`src/inc/jtag_port_pkg.sv`:
```
/*
 * shared constants, state codes and pin bundles of the scan test port.
 * assumes a system clock far faster than the test clock it samples.
 */
package jtag_port_pkg;

    typedef enum logic [3:0] {
        TEST_LOGIC_RESET = 4'hF,
        RUN_TEST_IDLE    = 4'hC,
        SELECT_DR_SCAN   = 4'h7,
        CAPTURE_DR       = 4'h6,
        SHIFT_DR         = 4'h2,
        EXIT1_DR         = 4'h1,
        PAUSE_DR         = 4'h3,
        EXIT2_DR         = 4'h0,
        UPDATE_DR        = 4'h5,
        SELECT_IR_SCAN   = 4'h4,
        CAPTURE_IR       = 4'hE,
        SHIFT_IR         = 4'hA,
        EXIT1_IR         = 4'h9,
        PAUSE_IR         = 4'hB,
        EXIT2_IR         = 4'h8,
        UPDATE_IR        = 4'hD
    } tap_state_e;

    localparam int          IR_WIDTH      = 4;
    localparam logic [3:0]  IR_BYPASS     = 4'hF;
    localparam logic [3:0]  IR_EMU_CFG    = 4'h8;
    localparam logic [3:0]  IR_CAPTURE    = 4'h1;
    localparam int          EMU_CFG_WIDTH = 4;
    localparam logic [3:0]  EMU_CFG_RESET = 4'h0;
    localparam int          CFG_DIR_A     = 0;
    localparam int          CFG_DIR_B     = 1;
    localparam int          CFG_LVL_A     = 2;
    localparam int          CFG_LVL_B     = 3;

    typedef struct packed {
        logic tck;
        logic tms;
        logic tdi;
        logic trst;
    } scan_in_s;

    typedef struct packed {
        logic emu_a;
        logic emu_b;
    } emu_pins_s;

endpackage : jtag_port_pkg

```
`src/hdl/pin_sync.sv`:
```
/*
 * two-flip-flop synchroniser for a bundle of pin levels.
 * assumes the pins are asynchronous to sys_clk.
 */
`timescale 1ns/1ps
module pin_sync #(
    parameter int WIDTH = 1
) (
    input  wire logic             sys_clk,
    input  wire logic             reset_n,
    input  wire logic [WIDTH-1:0] async_in,
    output logic      [WIDTH-1:0] sync_out
);
    logic [WIDTH-1:0] stage1;

    always_ff @(posedge sys_clk or negedge reset_n) begin
        if (!reset_n) begin
            stage1   <= '0;
            sync_out <= '0;
        end else begin
            stage1   <= async_in;
            sync_out <= stage1;
        end
    end
endmodule : pin_sync

```
`src/hdl/jtag_emulation_test_port.sv`:
```
/*
 * scan test and emulation port: tap controller, instruction register,
 * bypass and emulator-configuration data registers, event lines, and
 * the output-disable detect.
 * assumes tck is at least four sys_clk periods per phase; pins arrive
 * asynchronous and are synchronised here.
 */
`timescale 1ns/1ps
module jtag_emulation_test_port #(
    parameter int IR_W  = jtag_port_pkg::IR_WIDTH,
    parameter int CFG_W = jtag_port_pkg::EMU_CFG_WIDTH
) (
    input  wire logic                   sys_clk,
    input  wire logic                   reset_n,
    input  wire jtag_port_pkg::scan_in_s scan_in,
    input  wire jtag_port_pkg::emu_pins_s emu_in,
    input  wire logic [1:0]             core_event,
    output logic                        tdo,
    output logic                        tdo_oe,
    output jtag_port_pkg::emu_pins_s    emu_out,
    output jtag_port_pkg::emu_pins_s    emu_oe,
    output logic [1:0]                  emu_event,
    output logic                        outputs_disable_n,
    output logic                        scan_active,
    output logic [3:0]                  tap_state
);
    // ----------------------------------------------------------------
    // pin synchronisers
    // ----------------------------------------------------------------
    logic [5:0] pins_sync;

    pin_sync #(.WIDTH(6)) u_sync (
        .sys_clk  (sys_clk),
        .reset_n  (reset_n),
        .async_in ({scan_in, emu_in}),
        .sync_out (pins_sync)
    );

    logic tck_s, tms_s, tdi_s, trst_s, emu_a_s, emu_b_s;
    assign {tck_s, tms_s, tdi_s, trst_s, emu_a_s, emu_b_s} = pins_sync;

    // ----------------------------------------------------------------
    // state
    // ----------------------------------------------------------------
    jtag_port_pkg::tap_state_e state, next_state;
    logic             tck_d, next_tck_d;
    logic [IR_W-1:0]  ir, next_ir, ir_sh, next_ir_sh;
    logic [CFG_W-1:0] cfg, next_cfg, cfg_sh, next_cfg_sh;
    logic             byp, next_byp;
    logic             tdo_q, next_tdo_q;
    logic             tdo_oe_q, next_tdo_oe_q, next_tdo_oe;
    logic             off_n, next_off_n;
    jtag_port_pkg::emu_pins_s eo, next_eo, eoe, next_eoe, next_emu_out;
    logic [1:0]       ev, next_ev, next_emu_event;

    logic rise, fall, scan_mode;
    assign rise      = tck_s & ~tck_d;
    assign fall      = ~tck_s & tck_d;
    assign scan_mode = trst_s;

    function automatic jtag_port_pkg::tap_state_e tap_next(
        input jtag_port_pkg::tap_state_e s,
        input logic                      m
    );
        case (s)
            jtag_port_pkg::TEST_LOGIC_RESET:
                tap_next = m ? jtag_port_pkg::TEST_LOGIC_RESET
                             : jtag_port_pkg::RUN_TEST_IDLE;
            jtag_port_pkg::RUN_TEST_IDLE:
                tap_next = m ? jtag_port_pkg::SELECT_DR_SCAN
                             : jtag_port_pkg::RUN_TEST_IDLE;
            jtag_port_pkg::SELECT_DR_SCAN:
                tap_next = m ? jtag_port_pkg::SELECT_IR_SCAN
                             : jtag_port_pkg::CAPTURE_DR;
            jtag_port_pkg::CAPTURE_DR, jtag_port_pkg::SHIFT_DR:
                tap_next = m ? jtag_port_pkg::EXIT1_DR
                             : jtag_port_pkg::SHIFT_DR;
            jtag_port_pkg::EXIT1_DR:
                tap_next = m ? jtag_port_pkg::UPDATE_DR
                             : jtag_port_pkg::PAUSE_DR;
            jtag_port_pkg::PAUSE_DR:
                tap_next = m ? jtag_port_pkg::EXIT2_DR
                             : jtag_port_pkg::PAUSE_DR;
            jtag_port_pkg::EXIT2_DR:
                tap_next = m ? jtag_port_pkg::UPDATE_DR
                             : jtag_port_pkg::SHIFT_DR;
            jtag_port_pkg::UPDATE_DR, jtag_port_pkg::UPDATE_IR:
                tap_next = m ? jtag_port_pkg::SELECT_DR_SCAN
                             : jtag_port_pkg::RUN_TEST_IDLE;
            jtag_port_pkg::SELECT_IR_SCAN:
                tap_next = m ? jtag_port_pkg::TEST_LOGIC_RESET
                             : jtag_port_pkg::CAPTURE_IR;
            jtag_port_pkg::CAPTURE_IR, jtag_port_pkg::SHIFT_IR:
                tap_next = m ? jtag_port_pkg::EXIT1_IR
                             : jtag_port_pkg::SHIFT_IR;
            jtag_port_pkg::EXIT1_IR:
                tap_next = m ? jtag_port_pkg::UPDATE_IR
                             : jtag_port_pkg::PAUSE_IR;
            jtag_port_pkg::PAUSE_IR:
                tap_next = m ? jtag_port_pkg::EXIT2_IR
                             : jtag_port_pkg::PAUSE_IR;
            jtag_port_pkg::EXIT2_IR:
                tap_next = m ? jtag_port_pkg::UPDATE_IR
                             : jtag_port_pkg::SHIFT_IR;
            default:
                tap_next = jtag_port_pkg::TEST_LOGIC_RESET;
        endcase
    endfunction : tap_next

    // ----------------------------------------------------------------
    // next-value logic
    // ----------------------------------------------------------------
    always_comb begin
        next_tck_d    = tck_s;
        next_state    = state;
        next_ir       = ir;
        next_ir_sh    = ir_sh;
        next_cfg      = cfg;
        next_cfg_sh   = cfg_sh;
        next_byp      = byp;
        next_tdo_q    = tdo_q;
        next_tdo_oe_q = tdo_oe_q;
        next_ev       = {emu_b_s, emu_a_s};
        // disable: reset low, line a high, line b low
        next_off_n    = ~(~trst_s & emu_a_s & ~emu_b_s);
        if (!scan_mode) begin
            // functional mode: scan ignored, controller held reset
            next_state = jtag_port_pkg::TEST_LOGIC_RESET;
            next_ir    = jtag_port_pkg::IR_BYPASS;
            next_cfg   = jtag_port_pkg::EMU_CFG_RESET;
            next_tdo_oe_q = 1'b0;
        end else if (rise) begin
            next_state = tap_next(state, tms_s);
            case (state)
                jtag_port_pkg::TEST_LOGIC_RESET: begin
                    next_ir  = jtag_port_pkg::IR_BYPASS;
                    next_cfg = jtag_port_pkg::EMU_CFG_RESET;
                end
                jtag_port_pkg::CAPTURE_IR:
                    next_ir_sh = IR_W'(jtag_port_pkg::IR_CAPTURE);
                jtag_port_pkg::SHIFT_IR:
                    next_ir_sh = {tdi_s, ir_sh[IR_W-1:1]};
                jtag_port_pkg::UPDATE_IR:
                    next_ir = ir_sh;
                jtag_port_pkg::CAPTURE_DR: begin
                    next_byp    = 1'b0;
                    next_cfg_sh = cfg;
                end
                jtag_port_pkg::SHIFT_DR: begin
                    if (ir == jtag_port_pkg::IR_EMU_CFG)
                        next_cfg_sh = {tdi_s, cfg_sh[CFG_W-1:1]};
                    else
                        next_byp = tdi_s;
                end
                jtag_port_pkg::UPDATE_DR: begin
                    if (ir == jtag_port_pkg::IR_EMU_CFG)
                        next_cfg = cfg_sh;
                end
                default: begin
                end
            endcase
        end else if (fall) begin
            // output moves only on the falling edge
            if (state == jtag_port_pkg::SHIFT_IR) begin
                next_tdo_q    = ir_sh[0];
                next_tdo_oe_q = 1'b1;
            end else if (state == jtag_port_pkg::SHIFT_DR) begin
                next_tdo_q    = (ir == jtag_port_pkg::IR_EMU_CFG)
                                ? cfg_sh[0] : byp;
                next_tdo_oe_q = 1'b1;
            end else begin
                next_tdo_oe_q = 1'b0;
            end
        end
        // event lines: direction and drive level from cfg, with core_event[1] ORed into the line b level
        next_eo.emu_a  = cfg[jtag_port_pkg::CFG_LVL_A];
        next_eo.emu_b  = cfg[jtag_port_pkg::CFG_LVL_B];
        next_eoe.emu_a = scan_mode & cfg[jtag_port_pkg::CFG_DIR_A];
        next_eoe.emu_b = scan_mode & cfg[jtag_port_pkg::CFG_DIR_B];
        next_tdo_oe    = tdo_oe_q & next_off_n;
        next_emu_out   = eo | {1'b0, core_event[1]};
        next_emu_event = ev & {2{scan_mode}};
    end

    // ----------------------------------------------------------------
    // registers
    // ----------------------------------------------------------------
    always_ff @(posedge sys_clk or negedge reset_n) begin
        if (!reset_n) begin
            tck_d    <= 1'b0;
            state    <= jtag_port_pkg::TEST_LOGIC_RESET;
            ir       <= jtag_port_pkg::IR_BYPASS;
            ir_sh    <= '0;
            cfg      <= jtag_port_pkg::EMU_CFG_RESET;
            cfg_sh   <= '0;
            byp      <= 1'b0;
            tdo_q    <= 1'b0;
            tdo_oe_q <= 1'b0;
            off_n    <= 1'b1;
            eo       <= '0;
            eoe      <= '0;
            ev       <= '0;
        end else begin
            tck_d    <= next_tck_d;
            state    <= next_state;
            ir       <= next_ir;
            ir_sh    <= next_ir_sh;
            cfg      <= next_cfg;
            cfg_sh   <= next_cfg_sh;
            byp      <= next_byp;
            tdo_q    <= next_tdo_q;
            tdo_oe_q <= next_tdo_oe_q;
            off_n    <= next_off_n;
            eo       <= next_eo;
            eoe      <= next_eoe;
            ev       <= next_ev;
        end
    end

    // ----------------------------------------------------------------
    // output stage
    // ----------------------------------------------------------------
    always_ff @(posedge sys_clk or negedge reset_n) begin
        if (!reset_n) begin
            tdo               <= 1'b0;
            tdo_oe            <= 1'b0;
            emu_out           <= '0;
            emu_oe            <= '0;
            emu_event         <= '0;
            outputs_disable_n <= 1'b1;
            scan_active       <= 1'b0;
            tap_state         <= jtag_port_pkg::TEST_LOGIC_RESET;
        end else begin
            tdo               <= tdo_q;
            tdo_oe            <= next_tdo_oe;
            emu_out           <= next_emu_out;
            emu_oe            <= eoe;
            emu_event         <= next_emu_event;
            outputs_disable_n <= off_n;
            scan_active       <= scan_mode;
            tap_state         <= state;
        end
    end

    // ----------------------------------------------------------------
    // checks
    // ----------------------------------------------------------------
    AST_TDO_FLOATS_OFF: assert property (@(posedge sys_clk)
        disable iff (!reset_n) !off_n |=> !tdo_oe)
        else $error("tdo driven while output-disable active");
    AST_TDO_ON_FALL: assert property (@(posedge sys_clk)
        disable iff (!reset_n) $changed(tdo_q) |-> $past(fall))
        else $error("tdo changed away from a falling edge");
    AST_RESET_IN_FUNC: assert property (@(posedge sys_clk)
        disable iff (!reset_n) !trst_s |=>
        state == jtag_port_pkg::TEST_LOGIC_RESET)
        else $error("controller moved outside scan mode");
    AST_STATE_ON_RISE: assert property (@(posedge sys_clk)
        disable iff (!reset_n) trst_s && !rise |=> $stable(state))
        else $error("state moved without a rising edge");
    AST_TMS_HOLDS_RESET: assert property (@(posedge sys_clk)
        disable iff (!reset_n)
        rise && tms_s && state == jtag_port_pkg::TEST_LOGIC_RESET |=>
        state == jtag_port_pkg::TEST_LOGIC_RESET)
        else $error("tms high did not hold test-logic-reset");
    AST_IDLE_STEP: assert property (@(posedge sys_clk)
        disable iff (!reset_n)
        trst_s && rise && !tms_s && state == jtag_port_pkg::UPDATE_DR |=>
        state == jtag_port_pkg::RUN_TEST_IDLE)
        else $error("update did not return to idle");
    AST_EMU_A_DIR: assert property (@(posedge sys_clk)
        disable iff (!reset_n) !trst_s |=> ##1 !emu_oe.emu_a)
        else $error("event line a driven in functional mode");
    AST_OFF_DETECT: assert property (@(posedge sys_clk)
        disable iff (!reset_n) !trst_s && emu_a_s && !emu_b_s |=>
        ##1 !outputs_disable_n)
        else $error("disable condition not reported");
endmodule : jtag_emulation_test_port

```
`config.mk`:
```
export PLATFORM = sky130hd
export DESIGN_NAME = jtag_emulation_test_port
export DESIGN_NICKNAME = d
export VERILOG_FILES = /design/src/inc/jtag_port_pkg.sv /design/src/hdl/pin_sync.sv /design/src/hdl/jtag_emulation_test_port.sv
export SDC_FILE = /design/constraint.sdc
export NUM_CORES = 1
export LEC_CHECK = 0
export ABC_CLOCK_PERIOD_IN_PS = 3150
export BUFFER_PORTS_ARGS = -buffer_cell sky130_fd_sc_hd__buf_2
export CORE_MARGIN = 5
export CORE_UTILIZATION = 61
export CTS_CLUSTER_DIAMETER = 200
export DETAILED_ROUTE_END_ITERATION = 8
export PLACE_DENSITY_LB_ADDON = 0.12
export SLEW_MARGIN = 20
export SYNTH_ARGS = -nofsm -noshare
export SYNTH_HDL_FRONTEND = slang
export SYNTH_SLANG_ARGS = --single-unit
```
`constraint.sdc`:
```
create_clock -name sys_clk -period 3.15 [get_ports sys_clk]
set_clock_uncertainty 0.05 [all_clocks]
set_input_delay 0.4725 -clock sys_clk [delete_from_list [all_inputs] [get_ports sys_clk]]
set_output_delay 0.4725 -clock sys_clk [all_outputs]
set_load 0.005 [all_outputs]
```
* Yosys cells after proc, flatten, opt, wreduce, memory -nomap -nowiden
Index checks and enable logic that the tools add are counted.
** Operators by class
- Reduce and logical (&&, ||, !) cells :: 14
- Mux-type cells :: 35
- Equality and inequality tests :: 24
- Bitwise gates (word level) :: 15
** Operators with widths (number)
- $pmux 4 s12 :: 1
- $eq 4x4->1 const B :: 9
- $mux 4 :: 9
- $pmux 4 s2 :: 4
- $eq 4x3->1 const B :: 4
- $mux 2 :: 6
- $mux 3 :: 4
- $reduce_and 4->1 :: 3
- $mux 1 :: 10
- $ne 2x2->1 const B :: 5
- $ne 3x3->1 const B :: 3
- $eq 4x2->1 const B :: 2
- $and 1x1->1 :: 7
- $not 1->1 :: 6
- $reduce_and 3->1 :: 2
- $reduce_bool 2->1 :: 3
- $eq 4x1->1 const B :: 1
- $logic_not 4->1 :: 1
- $reduce_and 2->1 :: 2
- $reduce_or 2->1 :: 2
- $reduce_or 3->1 :: 1
- $and 2x2->2 :: 1
- $or 2x1->2 :: 1
- $pmux 1 s2 :: 1
** Word-level totals
- Flip-flop bits (word level) :: 57
- Output and inout port bits :: 14
- Logic and storage cells :: 115

* Depth between registers and ports, before layout
Gate-level depths: netlist (run 1).
- Depth in word-level cells :: 6
- Depth in mapped cells :: 5
- Gate-level depth less buffers :: 4

* Modules after synthesis
A second synthesis (run 1) with hierarchy kept.
** Second synthesis, totals
- Cells, all modules :: 172
- Area total of the unflattened synthesis :: 2137.0 sq um
** Modules (own cells, without submodules)
- jtag_emulation_test_port :: sequential area each 1143.6 sq um, area an instance 1836.8 sq um, cells an instance 160, instances 1
- pin_sync :: sequential area each 300.3 sq um, area an instance 300.3 sq um, cells an instance 12, instances 1

* Least setup slack after synthesis (run 1)
No wires, ideal clock.
- Kind :: register -> register
- From :: register ir[3]
- To :: register cfg[2]
- Cell stages (with the launch flop) :: 5
- Setup time :: 0.128 ns
- Arrival time :: 1.570 ns
- Required time :: 2.972 ns
- Slack :: 1.402 ns
- Path buffers :: 0
- Cell sequence :: dfstp_2 -> or4b_4 -> or3_1 -> a21oi_2 -> o21ai_0
** On the way
- Word-level cells in the longest chain between the ends :: 3
** RTL lines
- from (decl) :: RTL line jtag_emulation_test_port.sv:47 : logic [IR_W-1:0] ir, next_ir, ir_sh, next_ir_sh;
- from (signal assigned) :: RTL line jtag_emulation_test_port.sv:192 : ir <= jtag_port_pkg::IR_BYPASS;
- from (signal assigned) :: RTL line jtag_emulation_test_port.sv:206 : ir <= next_ir;
- $eq 4x4->1 :: RTL line jtag_emulation_test_port.sv:156 : if (ir == jtag_port_pkg::IR_EMU_CFG)
- $ne 3x3->1 (no line)
- $reduce_and 3->1 (no line)
- to (signal assigned) :: RTL line jtag_emulation_test_port.sv:194 : cfg <= jtag_port_pkg::EMU_CFG_RESET;
- to (signal assigned) :: RTL line jtag_emulation_test_port.sv:208 : cfg <= next_cfg;
- to (decl) :: RTL line jtag_emulation_test_port.sv:48 : logic [CFG_W-1:0] cfg, next_cfg, cfg_sh, next_cfg_sh;
No other way between the ends.
A chain may end at the register's enable or synchronous reset.

* Final worst setup path (run 1)
- From :: register state[1]
- To :: register cfg_sh[3]
** On the way
- Word-level cells in the longest chain between the ends :: 3
** RTL lines
- from (decl) :: RTL line jtag_emulation_test_port.sv:45 : jtag_port_pkg::tap_state_e state, next_state;
- from (signal assigned) :: RTL line jtag_emulation_test_port.sv:191 : state <= jtag_port_pkg::TEST_LOGIC_RESET;
- from (signal assigned) :: RTL line jtag_emulation_test_port.sv:205 : state <= next_state;
- $eq 4x2->1 or $eq 4x3->1 (tied branches) :: RTL line jtag_emulation_test_port.sv:134 : case (state)
- $ne 2x2->1 (no line) or $reduce_bool 2->1 (tied branches)
- $reduce_and 4->1 (no line)
- to (signal assigned) :: RTL line jtag_emulation_test_port.sv:209 : cfg_sh <= next_cfg_sh;
- to (decl) :: RTL line jtag_emulation_test_port.sv:48
Several ways; a longest one is shown, not always the timed one.

==> impl_metrics.env, run 1 <==
export IMPL_status="completed"
export IMPL_cp_arrival_ns=2.19
export IMPL_drt_iter0_markers=155
export IMPL_syn_num_nets=187
export IMPL_clock_sinks=57
export IMPL_synth_seq_cells=57
export IMPL_hold_path_class="in -> reg"
export IMPL_path_clk_slew_ns=0.09
export IMPL_syn_area_um2=2130
export IMPL_tightest_slew_ns=0.788
export IMPL_start_kind="register"
export IMPL_antenna_cells=0
export IMPL_post_route_util=0.730
export IMPL_ys_flop_type="dfrtp_1"
export IMPL_syn_area_per_cell_um2=12.1
export IMPL_required_ns=3.34
export IMPL_vias=1388
export IMPL_dpl_cell_count=237
export IMPL_synth_area_leaders="dfrtp_1 50%, dfstp_2 17%, o21ai_0 4.7%, mux2i_1 3.3%, nand2_1 3.2%"
export IMPL_postLayoutSetupSlackWorst_ns=1.15
export IMPL_numCtsBuffers=9
export IMPL_yosysWarningCount=0
export IMPL_synth_top_cell_area_share=0.504
export IMPL_grt_max_degree=58
export IMPL_grt_pass1_wl_mm=6.80
export IMPL_ant_nets=0
export IMPL_gr_total_overflow=0
export IMPL_post_cts_buffers=0
export IMPL_clk_latency_ns=0.38
export IMPL_io_pins=24
export IMPL_drv_cap=0
export IMPL_clock_root_buffer="clkbuf_4"
export IMPL_start_util=0.635
export IMPL_cts_tree="done"
export IMPL_ir_worst_vdd_uv=372
export IMPL_path_cells="nor4b_2, mux2i_1, o21ai_0"
export IMPL_nNetsFinal=212
export IMPL_critical_path_peak_fanout=20
export IMPL_drt_first_pass_iters=4
export IMPL_setup_violations_final=0
export IMPL_wl_mm=3.71
export IMPL_drive_above_1_share=0.290
export IMPL_antenna_found_initial=0
export IMPL_fin_cells=253
export IMPL_crit_type="reg -> reg"
export IMPL_slowest_delay_ns=0.75
export IMPL_area_delta_synth_final_pct=15.0
export IMPL_seq_area_frac_synth=0.676
export IMPL_power_mw=1.51
export IMPL_design_area_um2=2450
export IMPL_critPathCaptureType="register"
export IMPL_dpl_cell_area_um2=2280
export IMPL_powerDensity_nw_per_um2=614
export IMPL_p_leak_nw=1.12
export IMPL_yosysMostFrequentCell="dfrtp_1"
export IMPL_routedWlPerCell_um=14.7
export IMPL_ys_async_sr_fraction=1.00
export IMPL_fp_dieArea_um2=4780
export IMPL_worst_path_max_delay_cell="dfstp_2"
export IMPL_grt_pass1_vias=1432
export IMPL_detailed_place_hpwl_mm=2.29
export IMPL_ctsHoldBuffers=0
export IMPL_period_share=0.636
export IMPL_fin_tns_setup_ns=0
export IMPL_grt_util_all_layers=0.182
export IMPL_fmax_mhz=499
export IMPL_cts_resized_gates=0
export IMPL_synth_edf_count=0
export IMPL_yosysTopAreaCell="dfrtp_1"
export IMPL_min_period_ns=2.00
export IMPL_core_area_um2=3360
export IMPL_ys_top_cells_by_count="43 x dfrtp_1, 20 x o21ai_0, 18 x nand2_1"
export IMPL_syn_instance_count=177
export IMPL_yosysUniqueCellTypes=35
export IMPL_fillers=252
export IMPL_hold_viol_final=0
export IMPL_drc=0
export IMPL_rsz0062_at_grt="false"
export IMPL_viasPerCell=5.49
export IMPL_portBuffers=22
export IMPL_relSlewSlack=0.470
export IMPL_hold_ws_ns=0.142
export IMPL_clk_path_buf_depth=2
export IMPL_slew_violations=0
export IMPL_num_rows=21
export IMPL_fp_dieH_um=69.2
export IMPL_die_width_um=69.2
export IMPL_pre_cts_ws_ns=1.21
export IMPL_globalplace_congestion=0.842
export IMPL_ctsHtreeMaxLevel=3
-- state kept, by name, summed over array words and instances (netlist names), 4 cells and up --
register	cells
u_sync.sync_out	6
ir	4
ir_sh	4
u_sync.stage1	6
cfg_sh	4
state	4
tap_state	4
cfg	4
-- cells by family (layout without fill, tap and decap cells) --
group                  after synthesis  in the layout  synth area share
DFF                                 57             57             0.676
buffers and inverters               18             48            0.0334
and+or+nand+nor                     62             62             0.166
muxes                                8              8            0.0381
AOI/OAI and AO/OA                   32             32            0.0862
-- layout make-up --
type                            instances  area [um2]  share of cell area
Tap cell                               46        57.6              0.0234
Clock inverter                          5         104              0.0423
Inverter                                8        30.0              0.0122
Clock buffer                           11        75.1              0.0306
Multi-Input combinational cell        102         619               0.252
Sequential cell                        57        1440               0.588
Timing Repair Buffer                   24         125              0.0510
-- worst paths after layout --
path | cells after the start | slack, ns | start | end
worst min-delay path | 1 | 0.14 | scan_in[0] | u_sync.stage1[2]$_DFF_PN0_
max in group asynchronous | 2 | 2.46 | reset_n | ir_sh[2]$_DFFE_PN0P_
worst max-delay path | 3 | 1.15 | state[1]$_DFFE_PN1P_ | cfg_sh[3]$_DFFE_PN0P_
worst max register to register | 3 | 1.15 | state[1]$_DFFE_PN1P_ | cfg_sh[3]$_DFFE_PN0P_
worst min register to register | 0 | 0.31 | off_n$_DFF_PN1_ | outputs_disable_n$_DFF_PN1_
min in group asynchronous | 2 | 0.16 | reset_n | emu_event[0]$_DFF_PN0_
-- placed cells by master (no fill, tap or decap), types with 2 or more instances in the layout --
cell,count
clkbuf_1,2
o21ai_0,20
clkbuf_4,9
bufinv_16,3
buf_2,22
o2111ai_1,3
or3_1,2
nand3_1,2
a21oi_1,3
nand3b_1,4
inv_1,8
nand2_1,18
nor3_1,6
nor4b_1,2
a31oi_1,3
nor2_1,10
or2_2,2
mux2i_1,7
dfrtp_1,43
buf_4,2
nand2b_1,3
dfstp_2,14
and2_1,3
-- metal layers --
metal / vias up / part of all wire / GRT usage
met5: - / 0 / 0
met2: 39 / 0.50 / 0.261
met3: 4 / 0.064 / 0.0683
li1: 658 / - / -
met4: 0 / 0.014 / 0.0976
met1: 687 / 0.42 / 0.240
-- worst max-delay path, delay by kind of cell (launching register included) --
| family | cells | cell delay, ns |
|---|---|---|
| compound gates | 1 | 0.09 |
| mux | 1 | 0.28 |
| flops | 1 | 0.75 |
| simple gates | 1 | 0.70 |
-- power breakdown --
group          switching, mW  internal [mW]  total, mW  leakage, nW
Sequential            0.0268          0.761      0.788        0.705
Combinational         0.0359         0.0271     0.0630        0.324
Clock                  0.252          0.403      0.656       0.0942
Total                  0.315           1.19       1.51         1.12
(Power assumes the default switching activity.)
==> run 2: changes to the inputs <==
Settings changed: ABC_CLOCK_PERIOD_IN_PS 3150 to 1950, CORE_UTILIZATION 61 to 56.
Clock period 3.15 ns to 1.95 ns, I/O delays scaled along.
==> run 2 against run 1 <==
  * Utilization fell by 3.4 points
  * Combinational power rose by 120%
  * Clock-buffer cell count fell by 1
  * Non-clock buffer count rose by 8
  * Critical path type unchanged
  * Largest cell class unchanged
==> impl_metrics.env, run 2 (synthesis results as in run 1) <==
export IMPL_critPathCapture="cfg[0]$_DFFE_PN0P_"
export IMPL_core_area_um2=3690
export IMPL_fin_tns_setup_ns=0
export IMPL_viasPerCell=5.27
export IMPL_drv_cap=0
export IMPL_ctsHtreeMaxLevel=3
export IMPL_gr_total_overflow=0
export IMPL_hold_viol_final=0
export IMPL_rsz0062_at_grt="false"
export IMPL_required_ns=2.09
export IMPL_fp_dieH_um=71.7
export IMPL_fp_dieArea_um2=5150
export IMPL_start_util=0.579
export IMPL_r2r_start="ir[3]$_DFFE_PN1P_"
export IMPL_p_leak_nw=1.18
export IMPL_r2r_end="cfg[0]$_DFFE_PN0P_"
export IMPL_critical_path_peak_fanout=4
export IMPL_io_pins=24
export IMPL_grt_max_degree=32
export IMPL_worstHoldStart="scan_in[1]"
export IMPL_nNetsFinal=220
export IMPL_slew_violations=0
export IMPL_antenna_found_initial=0
export IMPL_startpoint="ir[3]$_DFFE_PN1P_"
export IMPL_start_kind="register"
export IMPL_detailed_place_hpwl_mm=2.55
export IMPL_clock_root_buffer="clkbuf_8"
export IMPL_top_regs="u_sync.stage1 x6, u_sync.sync_out x6"
export IMPL_critPathCaptureType="register"
export IMPL_path_clk_slew_ns=0.06
export IMPL_ir_worst_vdd_uv=611
export IMPL_numCtsBuffers=9
export IMPL_hold_path_class="in -> reg"
export IMPL_relSlewSlack=0.596
export IMPL_tightest_slew_ns=0.606
export IMPL_cp_depth=4
export IMPL_die_width_um=71.7
export IMPL_drc=0
export IMPL_rrSetupSlack_ns=0.10
export IMPL_worst_path_max_delay_cell="dfstp_2"
export IMPL_reg2reg_depth=4
export IMPL_wl_mm=3.91
export IMPL_routedWlPerCell_um=14.9
export IMPL_fmax_mhz=542
export IMPL_grt_pass1_wl_mm=6.86
export IMPL_portBuffers=22
export IMPL_path_delay_family="simple AND/OR/NAND/NOR gates"
export IMPL_dpl_cell_area_um2=2330
export IMPL_min_period_ns=1.85
export IMPL_globalplace_congestion=0.847
export IMPL_antenna_cells=0
export IMPL_design_area_um2=2570
export IMPL_clock_sinks=57
export IMPL_layout_common_cells="43 x dfrtp_1, 22 x buf_2, 19 x o21ai_0"
export IMPL_grt_pass1_vias=1443
export IMPL_status="completed"
export IMPL_path_cells="or4b_4, or3_1, a21oi_2, o21ai_0"
export IMPL_setup_violations_final=0
export IMPL_drive_above_1_share=0.307
export IMPL_vias=1385
export IMPL_dpl_cell_count=244
export IMPL_drt_first_pass_iters=4
export IMPL_fillers=269
export IMPL_crit_buf_inv=0
export IMPL_crit_type="reg -> reg"
export IMPL_cp_arrival_ns=1.99
export IMPL_fin_cells=263
export IMPL_powerDensity_nw_per_um2=991
export IMPL_area_delta_synth_final_pct=20.3
export IMPL_mostFrequentLayoutCell="dfrtp_1"
export IMPL_drt_iter0_markers=102
export IMPL_grt_util_all_layers=0.177
export IMPL_cts_tree="done"
export IMPL_ant_nets=0
export IMPL_clk_path_buf_depth=2
export IMPL_num_rows=22
export IMPL_post_cts_buffers=0
export IMPL_period_share=0.946
export IMPL_slowest_delay_ns=0.53
export IMPL_clk_latency_ns=0.32
-- run 2: area by class of cell --
| cell class | instances | area (um2) | area share |
|---|---|---|---|
| Sequential cell | 57 | 1440 | 0.562 |
| Multi-Input combinational cell | 102 | 619 | 0.241 |
| Timing Repair Buffer | 32 | 205 | 0.0799 |
| Clock buffer | 10 | 128 | 0.0497 |
| Clock inverter | 6 | 82.6 | 0.0321 |
| Tap cell | 48 | 60.1 | 0.0234 |
| Inverter | 8 | 30.0 | 0.0117 |
-- run 2: power breakdown --
part	total, mW	switching (mW)	leakage, nW	internal [mW]
registers	1.26	0.0270	0.705	1.23
clock network	1.15	0.436	0.106	0.712
logic	0.138	0.0819	0.365	0.0561
-- run 2: worst reg2reg max path, delay by kind of cell (launching register included) --
| kind | cells | cell delay (ns) |
|---|---|---|
| compound gates | 2 | 0.31 |
| simple gates | 2 | 0.84 |
| flops | 1 | 0.53 |
-- run 2: worst min-delay path by stage --
stage | to | slack, ns | cells after the start
global route | u_sync.stage1[4]$_DFF_PN0_ | 0.002 | 1
detailed placement | ev[1]$_DFF_PN0_ | 0.28 | 1
finish | u_sync.stage1[3]$_DFF_PN0_ | 0.03 | 1
CTS | u_sync.stage1[0]$_DFF_PN0_ | 0.0002 | 1
global placement | emu_event[1]$_DFF_PN0_ | 0.26 | 1
floorplan | byp$_DFFE_PN0P_ | -0.05 | 0
-- run 2: routing by layer --
layer | vias to the layer above | global-route usage | part of all wire
met4 | 0 | 0.0939 | 0.018
li1 | 674 | - | -
met1 | 678 | 0.236 | 0.46
met5 | - | 0 | 0
met3 | 7 | 0.0505 | 0.042
met2 | 26 | 0.263 | 0.48
-- run 2: stage by stage --
step	util	power, mW	hold WS [ns]	worst slack (ns)
4_1_cts	0.691	2.57	0.000188	0.0677
3_3_place_gp	0.631	1.40	0.261	0.116
2_1_floorplan	-	1.34	-0.0531	0.202
5_1_grt	0.696	2.67	0.00248	0.00489
3_5_place_dp	0.631	1.41	0.282	0.0658
6_report	0.696	2.54	0.0251	0.105
-- run 2: timing repair --
item | in CTS | in global routing
hold buffers | 1 | 2
gates resized for setup | 0 | 1
endpoints found under the setup margin | 0 | 1
endpoints found under the hold margin | 25 | 2
